**src/verilog/spio_pkg.sv**
```systemverilog
package spio_pkg;
  // port indices and widths
  localparam int NPORT = 6;
  localparam int PA = 0;
  localparam int PB = 1;
  localparam int PC = 2;
  localparam int PD = 3;
  localparam int PE = 4;
  localparam int PG = 5;
  localparam int WA = 8;
  localparam int WB = 8;
  localparam int WC = 8;
  localparam int WD = 5;
  localparam int WE = 6;
  localparam int WG = 4;
  localparam int TOTAL_PINS = 39;
  localparam int PW = 8;
  // bit positions of shared functions
  localparam int C_TXD2 = 0;
  localparam int C_RXD2 = 1;
  localparam int C_SDA = 2;
  localparam int C_SCL = 3;
  localparam int D_T1_LO = 0;
  localparam int D_T1_HI = 2;
  localparam int D_T2_LO = 3;
  localparam int D_T2_HI = 4;
  localparam int D_T1_CLK = 0;
  localparam int D_T2_CLK = 3;
  localparam int E_TXD1 = 0;
  localparam int E_RXD1 = 1;
  localparam int E_SS = 2;
  localparam int E_MISO = 3;
  localparam int E_MOSI = 4;
  localparam int E_SCK = 5;
  localparam int G_BKGD = 0;
  localparam int G_XTAL = 1;
  localparam int G_EXTAL = 2;
  // reset values
  localparam logic [7:0] DATA_RST = 8'h00;
  localparam logic [7:0] DIR_RST = 8'h00;
  localparam logic [7:0] PULL_RST = 8'h00;
  localparam logic [7:0] SLEW_RST = 8'h00;
  localparam logic BKGD_PE_RST = 1'b1;
  localparam logic [7:0] ALL_ZERO = 8'h00;
  localparam logic [7:0] ALL_ONE = 8'hff;

  // software write port for one port's register set
  typedef struct packed {
    logic [2:0] port;
    logic data_we;
    logic dir_we;
    logic pull_we;
    logic slew_we;
    logic [7:0] wdata;
  } spio_wr_s;

  // one port's peripheral pin claims: owns, drives, output enable, pullup
  typedef struct packed {
    logic [7:0] own;
    logic [7:0] oe;
    logic [7:0] out;
    logic [7:0] pull;
  } spio_claim_s;
endpackage

```
**src/verilog/spio_ports.sv**
```systemverilog
`timescale 1ns/1ps
`default_nettype none
// Overview of operation
// 39 pins in six ports, one output-only
// widths A,B,C=8, D=5, E=6, G=4
// reset clears direction and pullup enables
// background function owns its pin after reset
// all other peripheral functions start disabled
// keyboard-enabled port A pins forced input
// converter-enabled port B pins forced input
// serial two and I2C control port C direction
// serial two: C0 transmit, C1 receive
// I2C: C2 data, C3 clock
// enabled timers control port D direction
// timer two uses D4,D3; clock D3 only
// timer one uses D2..D0; clock D0 only
// serial one and SPI control port E direction
// serial one: E0 transmit, E1 receive
// SPI: E2 select, E3 MISO, E4 MOSI, E5 clock
// background and oscillator control port G direction
// background enabled keeps G0 pullup on
// background pin samples mode at reset release
// clock generator takes G2,G1 for crystal
// read returns pin if input, latch if output; G0 always returns its pin
// data writes always update the latch
// latch driven only unowned and output
// direction bit picks read source regardless
// pin reads pass a two-flop synchroniser
module spio_ports
  import spio_pkg::*;
#(
  parameter int NPINS = 39
) (
  input wire logic clk,
  input wire logic rst_b,
  input wire logic ce,
  // software access
  input wire spio_pkg::spio_wr_s wr,
  input wire logic [2:0] rd_port,
  output logic [7:0] rd_data,
  output logic [7:0] rd_dir,
  output logic [7:0] rd_pull,
  output logic [7:0] rd_slew,
  // system options and peripheral enables
  input wire logic background_pin_enable_wr,
  input wire logic background_pin_enable_wdata,
  output logic background_pin_enable,
  output logic mode_select_sampled,
  input wire logic [7:0] kbd_enable,
  input wire logic adc_on,
  input wire logic [7:0] adc_pin_enable,
  input wire logic async_serial_unit_two_on,
  input wire logic async_serial_unit_two_txd,
  output logic async_serial_unit_two_rxd,
  input wire logic i2c_on,
  input wire logic i2c_sda_out,
  input wire logic i2c_sda_oe,
  input wire logic i2c_scl_out,
  input wire logic i2c_scl_oe,
  output logic i2c_sda_in,
  output logic i2c_scl_in,
  input wire logic [2:0] tmr1_own,
  input wire logic [2:0] tmr1_oe,
  input wire logic [2:0] tmr1_out,
  output logic [2:0] tmr1_in,
  input wire logic [1:0] tmr2_own,
  input wire logic [1:0] tmr2_oe,
  input wire logic [1:0] tmr2_out,
  output logic [1:0] tmr2_in,
  input wire logic async_serial_unit_one_on,
  input wire logic async_serial_unit_one_txd,
  output logic async_serial_unit_one_rxd,
  input wire logic spi_on,
  input wire logic [3:0] spi_oe,
  input wire logic [3:0] spi_out,
  output logic [3:0] spi_in,
  input wire logic bkgd_oe,
  input wire logic bkgd_out,
  output logic bkgd_in,
  input wire logic osc_on,
  // pins, flat over ports, port A in [7:0]
  input wire logic [47:0] pin_in,
  output logic [47:0] pin_out,
  output logic [47:0] pin_oe,
  output logic [47:0] pin_pullup,
  output logic [47:0] pin_slew
);
  localparam logic [7:0] WIDTH_MASK [NPORT] = '{8'hff, 8'hff, 8'hff, 8'h1f, 8'h3f, 8'h0f};

  if (NPINS != TOTAL_PINS) begin : g_bad_npins
    $error("spio_ports: pin count must be 39");
  end

  // implemented-bit mask for a port
  function automatic logic [7:0] pmask(input int p);
    return WIDTH_MASK[p];
  endfunction

  logic [7:0] data_q [NPORT];
  logic [7:0] data_d [NPORT];
  logic [7:0] dir_q [NPORT];
  logic [7:0] dir_d [NPORT];
  logic [7:0] pull_q [NPORT];
  logic [7:0] pull_d [NPORT];
  logic [7:0] slew_q [NPORT];
  logic [7:0] slew_d [NPORT];
  logic bkpe_q, bkpe_d;
  logic ms_q, ms_d, ms_done_q, ms_done_d;
  logic [47:0] pin_sync;
  spio_claim_s claim [NPORT];
  logic [47:0] out_d, oe_d, pu_d, sl_d;
  logic [47:0] out_q, oe_q, pu_q, sl_q;
  logic [7:0] rdd_d, rdr_d, rdp_d, rds_d;
  logic [7:0] rdd_q, rdr_q, rdp_q, rds_q;
  logic [13:0] fin_d, fin_q;

  // register writes, per port
  always_comb begin
    for (int p = 0; p < NPORT; p++) begin
      data_d[p] = data_q[p];
      dir_d[p] = dir_q[p];
      pull_d[p] = pull_q[p];
      slew_d[p] = slew_q[p];
      if (ce && wr.port == 3'(p)) begin
        if (wr.data_we) data_d[p] = wr.wdata & pmask(p);
        if (wr.dir_we) dir_d[p] = wr.wdata & pmask(p);
        if (wr.pull_we) pull_d[p] = wr.wdata & pmask(p);
        if (wr.slew_we) slew_d[p] = wr.wdata & pmask(p);
      end
    end
    // bit 0 of port G cannot be an input; its direction reads as output
    if (ce) dir_d[PG][G_BKGD] = 1'b1;
    bkpe_d = (ce && background_pin_enable_wr) ? background_pin_enable_wdata : bkpe_q;
    // mode strap caught on the first enabled edge after release
    ms_d = ms_q;
    ms_done_d = ms_done_q;
    if (ce && !ms_done_q) begin
      ms_d = pin_in[PG*PW + G_BKGD];
      ms_done_d = 1'b1;
    end
  end

  always_ff @(posedge clk or negedge rst_b) begin
    if (!rst_b) begin
      for (int p = 0; p < NPORT; p++) begin
        data_q[p] <= DATA_RST;
        dir_q[p] <= DIR_RST;
        pull_q[p] <= PULL_RST;
        slew_q[p] <= SLEW_RST;
      end
      bkpe_q <= BKGD_PE_RST;
      ms_q <= 1'b0;
      ms_done_q <= 1'b0;
    end else begin
      for (int p = 0; p < NPORT; p++) begin
        data_q[p] <= data_d[p];
        dir_q[p] <= dir_d[p];
        pull_q[p] <= pull_d[p];
        slew_q[p] <= slew_d[p];
      end
      bkpe_q <= bkpe_d;
      ms_q <= ms_d;
      ms_done_q <= ms_done_d;
    end
  end

  // pin levels for software reads are synchronised
  spio_sync #(.W(48)) u_sync (
    .clk(clk),
    .rst_b(rst_b),
    .ce(ce),
    .din(pin_in),
    .dout(pin_sync)
  );

  // peripheral claims; enables arrive low from their own resets
  always_comb begin
    for (int p = 0; p < NPORT; p++) claim[p] = '0;
    claim[PA].own = kbd_enable;
    claim[PB].own = adc_on ? adc_pin_enable : ALL_ZERO;
    if (async_serial_unit_two_on) begin
      claim[PC].own[C_TXD2] = 1'b1;
      claim[PC].oe[C_TXD2] = 1'b1;
      claim[PC].out[C_TXD2] = async_serial_unit_two_txd;
      claim[PC].own[C_RXD2] = 1'b1;
    end
    if (i2c_on) begin
      claim[PC].own[C_SDA] = 1'b1;
      claim[PC].oe[C_SDA] = i2c_sda_oe;
      claim[PC].out[C_SDA] = i2c_sda_out;
      claim[PC].own[C_SCL] = 1'b1;
      claim[PC].oe[C_SCL] = i2c_scl_oe;
      claim[PC].out[C_SCL] = i2c_scl_out;
    end
    claim[PD].own[D_T1_HI:D_T1_LO] = tmr1_own;
    claim[PD].oe[D_T1_HI:D_T1_LO] = tmr1_oe & tmr1_own;
    claim[PD].out[D_T1_HI:D_T1_LO] = tmr1_out;
    claim[PD].own[D_T2_HI:D_T2_LO] = tmr2_own;
    claim[PD].oe[D_T2_HI:D_T2_LO] = tmr2_oe & tmr2_own;
    claim[PD].out[D_T2_HI:D_T2_LO] = tmr2_out;
    if (async_serial_unit_one_on) begin
      claim[PE].own[E_TXD1] = 1'b1;
      claim[PE].oe[E_TXD1] = 1'b1;
      claim[PE].out[E_TXD1] = async_serial_unit_one_txd;
      claim[PE].own[E_RXD1] = 1'b1;
    end
    if (spi_on) begin
      claim[PE].own[E_SCK:E_SS] = 4'hf;
      claim[PE].oe[E_SCK:E_SS] = spi_oe;
      claim[PE].out[E_SCK:E_SS] = spi_out;
    end
    if (bkpe_q) begin
      claim[PG].own[G_BKGD] = 1'b1;
      claim[PG].oe[G_BKGD] = bkgd_oe;
      claim[PG].out[G_BKGD] = bkgd_out;
      claim[PG].pull[G_BKGD] = 1'b1;
    end
    if (osc_on) begin
      claim[PG].own[G_EXTAL] = 1'b1;
      claim[PG].own[G_XTAL] = 1'b1;
    end
  end

  // pin drive: owner decides, else latch when output
  always_comb begin
    for (int p = 0; p < NPORT; p++) begin
      for (int b = 0; b < PW; b++) begin
        if (claim[p].own[b]) begin
          oe_d[p*PW+b] = claim[p].oe[b];
          out_d[p*PW+b] = claim[p].out[b];
        end else begin
          oe_d[p*PW+b] = dir_q[p][b];
          out_d[p*PW+b] = dir_q[p][b] & data_q[p][b];
        end
        // pullup only on an input-configured pin, or forced by owner
        pu_d[p*PW+b] = claim[p].pull[b] | (pull_q[p][b] & ~dir_q[p][b]);
        sl_d[p*PW+b] = slew_q[p][b] & oe_d[p*PW+b];
      end
    end
    oe_d = oe_d & {WIDTH_MASK[PG], WIDTH_MASK[PE], WIDTH_MASK[PD],
                   WIDTH_MASK[PC], WIDTH_MASK[PB], WIDTH_MASK[PA]};
    out_d = out_d & oe_d;
    pu_d = pu_d & {WIDTH_MASK[PG], WIDTH_MASK[PE], WIDTH_MASK[PD],
                   WIDTH_MASK[PC], WIDTH_MASK[PB], WIDTH_MASK[PA]};
    if (!ce) begin
      oe_d = oe_q;
      out_d = out_q;
      pu_d = pu_q;
      sl_d = sl_q;
    end
  end

  // read mux and peripheral input returns; every pin level they take is synchronised
  always_comb begin
    rdd_d = rdd_q;
    rdr_d = rdr_q;
    rdp_d = rdp_q;
    rds_d = rds_q;
    fin_d = fin_q;
    if (ce) begin
      rdd_d = ALL_ZERO;
      rdr_d = ALL_ZERO;
      rdp_d = ALL_ZERO;
      rds_d = ALL_ZERO;
      for (int p = 0; p < NPORT; p++) begin
        if (rd_port == 3'(p)) begin
          // direction bit chooses source even under a peripheral
          rdd_d = (dir_q[p] & data_q[p]) | (~dir_q[p] & pin_sync[p*PW +: PW] & pmask(p));
          rdr_d = dir_q[p];
          rdp_d = pull_q[p];
          rds_d = slew_q[p];
        end
      end
      // output-only bit reads back the level on its pin
      if (rd_port == 3'(PG)) rdd_d[G_BKGD] = pin_sync[PG*PW + G_BKGD];
      fin_d[0] = pin_sync[PC*PW + C_RXD2];
      fin_d[1] = pin_sync[PC*PW + C_SDA];
      fin_d[2] = pin_sync[PC*PW + C_SCL];
      fin_d[5:3] = pin_sync[PD*PW + D_T1_LO +: 3];
      fin_d[7:6] = pin_sync[PD*PW + D_T2_LO +: 2];
      fin_d[8] = pin_sync[PE*PW + E_RXD1];
      fin_d[12:9] = pin_sync[PE*PW + E_SS +: 4];
      fin_d[13] = pin_sync[PG*PW + G_BKGD];
    end
  end

  always_ff @(posedge clk or negedge rst_b) begin
    if (!rst_b) begin
      out_q <= '0;
      oe_q <= '0;
      pu_q <= '0;
      sl_q <= '0;
      rdd_q <= ALL_ZERO;
      rdr_q <= ALL_ZERO;
      rdp_q <= ALL_ZERO;
      rds_q <= ALL_ZERO;
      fin_q <= '0;
    end else begin
      out_q <= out_d;
      oe_q <= oe_d;
      pu_q <= pu_d;
      sl_q <= sl_d;
      rdd_q <= rdd_d;
      rdr_q <= rdr_d;
      rdp_q <= rdp_d;
      rds_q <= rds_d;
      fin_q <= fin_d;
    end
  end

  assign pin_out = out_q;
  assign pin_oe = oe_q;
  assign pin_pullup = pu_q;
  assign pin_slew = sl_q;
  assign rd_data = rdd_q;
  assign rd_dir = rdr_q;
  assign rd_pull = rdp_q;
  assign rd_slew = rds_q;
  assign background_pin_enable = bkpe_q;
  assign mode_select_sampled = ms_q;
  assign async_serial_unit_two_rxd = fin_q[0];
  assign i2c_sda_in = fin_q[1];
  assign i2c_scl_in = fin_q[2];
  assign tmr1_in = fin_q[5:3];
  assign tmr2_in = fin_q[7:6];
  assign async_serial_unit_one_rxd = fin_q[8];
  assign spi_in = fin_q[12:9];
  assign bkgd_in = fin_q[13];
endmodule
`default_nettype wire

```
**src/verilog/spio_sync.sv**
```systemverilog
`timescale 1ns/1ps
`default_nettype none
// two-flop synchroniser for a vector of pin levels
module spio_sync #(
  parameter int W = 8
) (
  input wire logic clk,
  input wire logic rst_b,
  input wire logic ce,
  input wire logic [W-1:0] din,
  output logic [W-1:0] dout
);
  logic [W-1:0] s1_q, s1_d, s2_q, s2_d;

  // first stage is only read by the second
  always_comb begin
    s1_d = ce ? din : s1_q;
    s2_d = ce ? s1_q : s2_q;
  end

  always_ff @(posedge clk or negedge rst_b) begin
    if (!rst_b) begin
      s1_q <= '0;
      s2_q <= '0;
    end else begin
      s1_q <= s1_d;
      s2_q <= s2_d;
    end
  end

  assign dout = s2_q;
endmodule
`default_nettype wire
```
**config.mk**
```make
export PLATFORM = sky130hd
export DESIGN_NAME = spio_ports
export DESIGN_NICKNAME = d
export VERILOG_FILES = /design/src/verilog/spio_pkg.sv /design/src/verilog/spio_ports.sv /design/src/verilog/spio_sync.sv
export SDC_FILE = /design/constraint.sdc
export NUM_CORES = 1
export LEC_CHECK = 0
export ABC_CLOCK_PERIOD_IN_PS = 1850
export CAP_MARGIN = 10
export CORE_ASPECT_RATIO = 0.75
export CORE_MARGIN = 2
export CORE_UTILIZATION = 23
export DETAILED_ROUTE_END_ITERATION = 8
export DONT_BUFFER_PORTS = 1
export PLACE_DENSITY_LB_ADDON = 0.3
export SETUP_SLACK_MARGIN = 0.3
export SYNTH_ARGS = -nofsm -noshare
export SYNTH_HDL_FRONTEND = slang
export SYNTH_SLANG_ARGS = --single-unit
```
**constraint.sdc**
```tcl
create_clock -name clk -period 1.85 [get_ports clk]
set_clock_uncertainty 0.1 [all_clocks]
set_input_delay 0.37 -clock clk [delete_from_list [all_inputs] [get_ports clk]]
set_output_delay 0.37 -clock clk [all_outputs]
set_load 0.01 [all_outputs]
```
==> reports/results.ini, run 1 <==
[global_route]
grt_pass1_wl_mm=99.8
grt_max_degree=440
grt_pass1_vias=13100
antenna_found_initial=17
gr-total-overflow=0
grt_usage=0.164

[yosys]
synth.most_common_cell=dfrtp_1
yosys_warnings=0
synthCells=1525
synth_commonest_cells=438 x dfrtp_1, 262 x mux2_2, 143 x nand2_1
yosysTopAreaCellShare=0.581
yosysUniqueCellTypes=41
synth_edf_count=0
synth_area_leaders=dfrtp_1 58%, mux2_2 16%, o2bb2ai_1 2.9%, nand2_1 2.8%, o21ai_0 2.5%
synth_area_per_cell_um2=12.4
synth.largest_area_cell=dfrtp_1
synth_ff_type=dfrtp_1
async_flop_share=1.00
syn-cell-area_um2=18900
ys_seq_area_frac=0.582
ys_ff_latch=439

[clock_tree]
cts.path.max_buffers=3
ctsRootBufferMaster=clkbuf_16
clk_pin_slew_ns=0.06
cts_num_sinks=439
htree_levels=2
clk_latency_ns=0.60
cts_tree=yes
cts-buffers-inserted=51

[cells_and_area]
final_cells=2850
area_growth_syn_to_layout_pct=28.5
fin_nets=1868
layout-drive-gt1-share=0.316

[timing]
final_hold_viol_count=458
drv_slew=0
fmax_mhz=603
rsz0062_at_grt=true
period_share=0.896
tns_ns=0
setup_viol=0
min_period_ns=1.66
max_slew.worst_pin.slew_ns=1.30
whs_ns=-0.584
slew_headroom=0.134

[run]
cap_viol_max_count=0

[die]
start_util=0.233
die_h_um=252
die_area_um2=84300
io_pins=364
core_area_um2=80900
dieWidth_um=335
fp-row-count=90

[placed_design]
hpwl_mm=50.0
port_buffers=0
globalplace.congestion=0.828
placed_cells=2560

[critical_path]
r2r-start=dir_q[40]$_DFFE_PN0P_
required_ns=1.38
critical_path_class=reg -> out
crit_path_start=background_pin_enable$_DFFE_PN1P_
reg2reg_slack_ns=0.22
rr_worst_depth=3
startpoint_type=flip-flop
r2r-end=rd_dir[0]$_DFFE_PN0P_
cp-end-kind=output pin
critPathCapture=background_pin_enable
path_max_fanout=6
crit_cells=0
arrival_ns=1.19

[power]
powerDensity_nw_per_um2=1210
ir_drop_mv=0.633
p_leak_nw=10.2
finalPower_mw=29.3

[route]
first_pass_iters=5
finalWirelength_mm=71.9
ant_nets=0
vias_per_cell=4.54
drt_iter0_markers=924
wl_per_cell_um=25.2
via_count=13000
drc=0

[run_status]
violations=hold timing
status=finished with violations

[hold_path]
hold_path.class=in -> async

layer usage:
metal  vias to the layer above  GRT usage  wire length (um)
met1                      6666      0.222             31800
met4                        14     0.0415              1870
met3                       105     0.0747              7850
li1                       5769          -                 -
met2                       399      0.237             30300
met5                         -          0                92
stage by stage:
stage	setup slack, ns	utilization	instance area, um2
CTS	0.149	0.294	23800
finish	0.192	0.300	24200
detailed placement	-0.178	0.250	20200
global placement	-0.114	0.250	20200
floorplan	0.242	-	19000
global route	0.145	0.300	24200
timing repair:
item,4_1_cts,5_1_grt
hold buffers,154,30
hold endpoints to repair,814,535
pin swaps,0,6
gates resized for setup,78,38
endpoints found under the setup margin,79,98
setup buffers,3,7
gates cloned,0,0
state kept, by name, indices dropped and copies added, names as in the netlist:
name                   count
pull_q                    39
pin_slew                  39
rd_pull                    8
mode_select_sampled        1
rd_dir                     8
background_pin_enable      1
fin_q                     14
pin_oe                    39
rd_slew                    8
ms_done_q                  1
slew_q                    39
rd_data                    8
pin_pullup                39
data_q                    39
u_sync.s1_q               39
dir_q                     39
u_sync.dout               39
pin_out                   39
worst min path at each step:
stage	cells after the start	slack (ns)	endpoint	start
floorplan	0	-0.03	data_q[0]$_DFFE_PN0P_	rst_b
global placement	0	0.02	pin_pullup[13]$_DFFE_PN0P_	rst_b
detailed placement	0	0.04	pin_oe[3]$_DFFE_PN0P_	rst_b
CTS	0	-0.61	pin_pullup[18]$_DFFE_PN0P_	rst_b
global route	0	-0.61	pin_oe[3]$_DFFE_PN0P_	rst_b
finish	0	-0.58	pin_oe[3]$_DFFE_PN0P_	rst_b
cells in the final DEF, fill, tap and decap left out, types with 42 or more instances in the layout:
master / instances
a21oi_1: 44
buf_4: 70
clkbuf_16: 53
dfrtp_1: 350
dfrtp_2: 88
dlygate4sd3_1: 173
inv_1: 60
mux2_2: 260
mux2i_1: 42
nand2_1: 141
nor2_1: 94
o21ai_0: 95
o2bb2ai_1: 62
where the power goes:
part | internal (mW) | total, mW | switching, mW
combinational | 2.53 | 4.63 | 2.09
sequential | 11.4 | 13.5 | 2.16
clock | 6.77 | 11.1 | 4.33
cell families (layout without fill, tap and decap cells):
family	after synthesis	count (layout)	synth area share
other	1	45	0.000199
buffers and inverters	187	410	0.0495
multiplexers	324	324	0.201
AO/OA/AOI/OAI	256	256	0.0904
AND/OR/NAND/NOR	318	318	0.0765
flip-flops	439	439	0.582
cell type report:
cell class,count,area [um2]
inverters,62,235
clock inverters,23,337
multi-input cells,934,7220
clock buffers,69,1500
well taps,1058,1320
repair buffers,256,2490
fillers,8195,56600
flip-flops and latches,439,11100
diodes,9,22.5
Note: power is estimated with default switching activity, not from simulation.
==> run 2, diff against run 1 <==
--- a/config.mk
+++ b/config.mk
@@ -12,6 +12,7 @@
 export CORE_UTILIZATION = 23
 export DETAILED_ROUTE_END_ITERATION = 8
 export DONT_BUFFER_PORTS = 1
+export HOLD_SLACK_MARGIN = 0.1
 export PLACE_DENSITY_LB_ADDON = 0.3
 export SETUP_SLACK_MARGIN = 0.3
 export SYNTH_ARGS = -nofsm -noshare
==> run 2 against run 1 <==
The run ends with hold timing, slew limit left. Hold slack gained 0.021 ns. Combinational power grew 8.9%. Die area is the same. Non-clock buffer count grew 100.
==> reports/results.ini, run 2 (same netlist as run 1, synthesis figures left out) <==
[run_status]
status=finished with violations  ; unchanged
violations=hold timing, slew limit  ; was hold timing

[clock_tree]
cts.path.max_buffers=3  ; unchanged
cts-buffers-inserted=51  ; unchanged
htree_levels=2  ; unchanged
clk_latency_ns=0.60  ; about the same
ctsRootBufferMaster=clkbuf_16  ; unchanged
cts_num_sinks=439  ; unchanged
clk_pin_slew_ns=0.06  ; about the same
cts_tree=yes  ; unchanged

[timing]
min_period_ns=1.65  ; was 1.66 ns
drv_slew=258  ; was 0
rsz0062_at_grt=true  ; unchanged
period_share=0.895  ; was 0.896
fmax_mhz=604  ; was 603 MHz
max_slew.worst_pin.slew_ns=1.73  ; was 1.30 ns
whs_ns=-0.563  ; was -0.584 ns
setup_viol=0  ; unchanged
slew_headroom=-0.155  ; was 0.134
final_hold_viol_count=447  ; was 458

[placed_design]
globalplace.congestion=0.828  ; unchanged
hpwl_mm=50.0  ; unchanged
placed_cells=2560  ; unchanged
port_buffers=0  ; unchanged
dpl_cell_area_um2=20200  ; unchanged

[route]
ant_nets=0  ; unchanged
drc=0  ; unchanged
finalWirelength_mm=72.7  ; was 71.9 mm
vias_per_cell=4.57  ; was 4.54
wl_per_cell_um=24.6  ; was 25.2 um
via_count=13500  ; was 13000
first_pass_iters=5  ; unchanged
drt_iter0_markers=897  ; was 924

[critical_path]
critical_path_class=in -> reg  ; was reg -> out
path_max_fanout=14  ; was 6
cp-end-kind=flip-flop  ; was output pin
arrival_ns=2.02  ; was 1.19 ns
startpoint_type=input pin  ; was flip-flop
required_ns=2.22  ; was 1.38 ns
rr_worst_depth=3  ; unchanged

[cells_and_area]
mostFrequentLayoutCells=350 x dfrtp_1, 272 x dlygate4sd3_1, 262 x mux2_2  ; was 350 x dfrtp_1, 260 x mux2_2, 173 x dlygate4sd3_1
fillers=8136  ; was 8195
fin_nets=1968  ; was 1868
layout-drive-gt1-share=0.299  ; was 0.316
area_growth_syn_to_layout_pct=33.9  ; was 28.5%
final_common_cell=dfrtp_1  ; unchanged
design_area_um2=25300  ; was 24200 um2
final_cells=2954  ; was 2850

[global_route]
gr-total-overflow=0  ; unchanged
grt_max_degree=440  ; unchanged
grt_pass1_vias=13800  ; was 13100
grt_usage=0.168  ; was 0.164
grt_pass1_wl_mm=103  ; was 99.8 mm
antenna_found_initial=22  ; was 17

[hold_path]
hold_path.class=in -> async  ; unchanged

[die]
die_area_um2=84300  ; unchanged
dieWidth_um=335  ; unchanged
fp-row-count=90  ; unchanged
start_util=0.233  ; unchanged
core_area_um2=80900  ; unchanged
io_pins=364  ; unchanged
die_h_um=252  ; unchanged

[run]
cap_viol_max_count=0  ; unchanged

[power]
p_leak_nw=10.6  ; was 10.2 nW
ir_drop_mv=0.636  ; was 0.633 mV
finalPower_mw=29.7  ; was 29.3 mW
powerDensity_nw_per_um2=1180  ; was 1210 nW/um2

run 2: changes by cell type in the layout (fill, tap and decap cells not counted), moves of 2 or more:
| cell | previous run | this run |
|---|---|---|
| buf_4 | 70 | 68 |
| dlygate4sd3_1 | 173 | 272 |
| mux2_4 | 2 | 0 |
| diode_2 | 9 | 13 |
| mux2_2 | 260 | 262 |
run 2: final timing paths:
check / from / to / slack (ns)
worst max register to register: dir_q[40]$_DFFE_PN0P_ / rd_dir[0]$_DFFE_PN0P_ / 0.21
worst min register to register: data_q[17]$_DFFE_PN0P_ / data_q[17]$_DFFE_PN0P_ / 0.41
worst min-delay path: rst_b / pin_oe[3]$_DFFE_PN0P_ / -0.56
min in group clk: ce / pin_pullup[18]$_DFFE_PN0P_ / -0.16
worst max-delay path: rd_port[1] / rd_pull[0]$_DFFE_PN0P_ / 0.20
max in group asynchronous: rst_b / dir_q[12]$_DFFE_PN0P_ / 0.79
run 2: what timing repair did:
action                                  4_1_cts  5_1_grt
hold buffers                                276       10
setup buffers                                 3        5
resized for setup                            78       37
hold endpoints to repair                    876      539
endpoints found under the setup margin       79       97
pin swaps                                     0        6
run 2: per-stage QoR:
step	setup WS, ns	hold WS (ns)	util	setup TNS, ns
after floorplan	0.242	-0.0256	-	0
after global placement	-0.114	0.0224	0.250	-1.49
after detailed placement	-0.178	0.0425	0.250	-1.65
after CTS	0.149	-0.608	0.309	0
after global routing	0.145	-0.598	0.312	0
final	0.195	-0.563	0.312	0
run 2: routing by layer:
metal | routed length (um) | GRT usage | vias to the layer above
met1 | 32500 | 0.226 | 6984
li1 | - | - | 5986
met3 | 7650 | 0.0758 | 103
met5 | 129 | 0 | -
met4 | 1640 | 0.0423 | 18
met2 | 30800 | 0.245 | 405
run 2: area by class of cell:
cell class | instances | area, um2 | area share
Multi-Input combinational cell | 934 | 7210 | 0.285
Clock inverter | 23 | 337 | 0.0133
Tap cell | 1058 | 1320 | 0.0524
Antenna cell | 13 | 32.5 | 0.00129
Sequential cell | 439 | 11100 | 0.439
Clock buffer | 69 | 1500 | 0.0592
Inverter | 62 | 235 | 0.00931
Timing Repair Buffer | 356 | 3530 | 0.140
run 2: power breakdown:
group	internal (mW)	total, mW	switching, mW
Combinational	2.86	5.04	2.18
Sequential	11.4	13.5	2.17
Clock	6.77	11.1	4.34
Total	21.0	29.7	8.69
run 2: worst max-delay path, stage by stage:
cell and delay, ns:
dlygate4sd3_1 0.80, mux4_2 0.43, a221oi_4 0.34, nor2_1 0.07
==> run 3, diff against run 2 <==
==> constraint.sdc (replaced) <==
create_clock -name clk -period 1.85 [get_ports clk]
set_clock_uncertainty 0.1 [all_clocks]
set_input_delay 0.37 -clock clk [delete_from_list [all_inputs] [get_ports clk]]
set_output_delay 0.37 -clock clk [all_outputs]
set_load 0.05 [all_outputs]
==> run 3 against run 2 <==
The flow still finishes with violations (hold timing, slew limit). Register-to-register slack about the same. Maximum frequency down 6.9%. Power up 7.0%. First-iteration DRC count up 18%.
==> reports/results.ini, run 3 (same netlist as run 1, synthesis figures left out) <==
[run_status]
status=finished with violations  ; unchanged
violations=hold timing, slew limit  ; unchanged

[critical_path]
startpoint_type=flip-flop  ; was input pin
critical_path_class=reg -> out  ; was in -> reg
cp-end-kind=output pin  ; was flip-flop
arrival_ns=1.31  ; was 2.02 ns
required_ns=1.38  ; was 2.22 ns
path_max_fanout=6  ; was 14

[route]
first_pass_iters=5  ; unchanged
vias_per_cell=4.61  ; was 4.57
drt_iter0_markers=1058  ; was 897
finalWirelength_mm=73.5  ; was 72.7 mm
wl_per_cell_um=24.8  ; was 24.6 um
via_count=13700  ; was 13500
ant_nets=0  ; unchanged
drc=0  ; unchanged

[timing]
setup_slack_ns=0.0722  ; was 0.195 ns
fmax_mhz=562  ; was 604 MHz
period_share=0.961  ; was 0.895
final_hold_viol_count=468  ; was 447
rsz0062_at_grt=true  ; unchanged
slew_headroom=-0.163  ; was -0.155
drv_slew=239  ; was 258
max_slew.worst_pin.slew_ns=1.74  ; was 1.73 ns
whs_ns=-0.588  ; was -0.563 ns
setup_viol=0  ; unchanged
min_period_ns=1.78  ; was 1.65 ns

[placed_design]
hpwl_mm=49.6  ; was 50.0 mm
globalplace.congestion=0.846  ; was 0.828
port_buffers=0  ; unchanged
dp_slack_ns=-0.00713  ; was -0.178 ns

[clock_tree]
clk_pin_slew_ns=0.06  ; about the same
htree_levels=2  ; unchanged
cts-buffers-inserted=50  ; was 51
clk_latency_ns=0.61  ; was 0.60 ns
ctsRootBufferMaster=clkbuf_16  ; unchanged
cts.path.max_buffers=3  ; unchanged
cts_num_sinks=439  ; unchanged
cts_tree=yes  ; unchanged

[power]
clkPwrFrac=0.333  ; was 0.374
intPower_mw=20.7  ; was 21.0 mW
ir_drop_mv=0.706  ; was 0.636 mV
powerDensity_nw_per_um2=1240  ; was 1180 nW/um2
p_leak_nw=10.5  ; was 10.6 nW
p_switching_mw=11.0  ; was 8.69 mW
comb_power_share=0.176  ; was 0.170
pwr-share-seq=0.491  ; was 0.456
p_sw_frac=0.348  ; was 0.292

[global_route]
grt_max_degree=440  ; unchanged
grt_pass1_wl_mm=105  ; was 103 mm
grt_pass1_vias=14300  ; was 13800
antenna_found_initial=20  ; was 22
gr-total-overflow=0  ; unchanged
grt_usage=0.171  ; was 0.168

[die]
io_pins=364  ; unchanged
start_util=0.233  ; unchanged
dieWidth_um=335  ; unchanged
fp-row-count=90  ; unchanged
die_h_um=252  ; unchanged
core_area_um2=80900  ; unchanged
die_area_um2=84300  ; unchanged

[cells_and_area]
fillers=8163  ; was 8136
mostFrequentLayoutCells=263 x dlygate4sd3_1, 259 x mux2_2, 227 x dfrtp_1  ; was 350 x dfrtp_1, 272 x dlygate4sd3_1, 262 x mux2_2
final_common_cell=dlygate4sd3_1  ; was dfrtp_1
fin_nets=1983  ; was 1968
layout-drive-gt1-share=0.377  ; was 0.299
area_growth_syn_to_layout_pct=35.6  ; was 33.9%

[hold_path]
hold_path.class=in -> async  ; unchanged

[run]
cap_viol_max_count=0  ; unchanged

==> run 3: worst reg2reg max path, stage by stage, from the launching register on <==
cell	delay (ns)
dfrtp_2	0.49
mux4_2	0.52
a221oi_2	0.33
nor2_1	0.07
==> run 3: stage by stage <==
| step | std cells | cell area, um2 | setup TNS [ns] | total power [mW] | utilization |
|---|---|---|---|---|---|
| after floorplan | 1560 | 19000 | 0 | 17.7 | - |
| after global placement | 2570 | 20300 | 0 | 19.6 | 0.251 |
| after detailed placement | 2570 | 20300 | -0.00713 | 19.8 | 0.251 |
| after CTS | 2956 | 25400 | 0 | 31.9 | 0.314 |
| after global routing | 2957 | 25600 | 0 | 33.1 | 0.316 |
| final | 2964 | 25600 | 0 | 31.8 | 0.316 |
==> run 3: area by class of cell <==
type,instances,area (um2),share of cell area
clock buffer,71,1510,0.0592
timing repair buffer,372,3720,0.145
multi-input combinational,934,7250,0.284
inverter,62,235,0.00920
tap,1058,1320,0.0518
antenna,8,20.0,0.000783
sequential,439,11300,0.441
clock inverter,20,220,0.00861
==> run 3: power groups by stage <==
stage	combinational (mW)	clock, mW	sequential, mW
global route	6.02	11.2	15.8
CTS	5.53	10.8	15.6
floorplan	2.81	0	14.8
detailed placement	4.20	0	15.6
global placement	4.13	0	15.5
finish	5.60	10.6	15.6
==> run 3: worst paths after layout <==
kind	startpoint	end	slack [ns]	depth (start not counted)
setup / recovery	background_pin_enable$_DFFE_PN1P_	background_pin_enable	0.07	0
hold / removal	rst_b	pin_pullup[18]$_DFFE_PN0P_	-0.59	0
setup reg to reg	dir_q[24]$_DFFE_PN0P_	rd_dir[0]$_DFFE_PN0P_	0.22	3
hold reg to reg	u_sync.dout[26]$_DFFE_PN0P_	fin_q[5]$_DFFE_PN0P_	0.40	1
max in group asynchronous	rst_b	pin_pullup[5]$_DFFE_PN0P_	0.67	0
min in group clk	ce	pin_pullup[16]$_DFFE_PN0P_	-0.20	1
==> run 3: repair_timing <==
action	4_1_cts	5_1_grt
pin swaps	2	10
buffers inserted	15	5
setup endpoints to repair	222	283
gates resized for setup	242	54
hold buffers	280	2
endpoints found under the hold margin	876	529
==> run 3: layer usage <==
| layer | part of all wire | up-vias | track usage |
|---|---|---|---|
| li1 | - | 5997 | - |
| met1 | 0.44 | 7080 | 0.229 |
| met2 | 0.42 | 456 | 0.244 |
| met3 | 0.11 | 112 | 0.0799 |
| met4 | 0.028 | 18 | 0.0524 |
| met5 | 0.0016 | - | 0 |
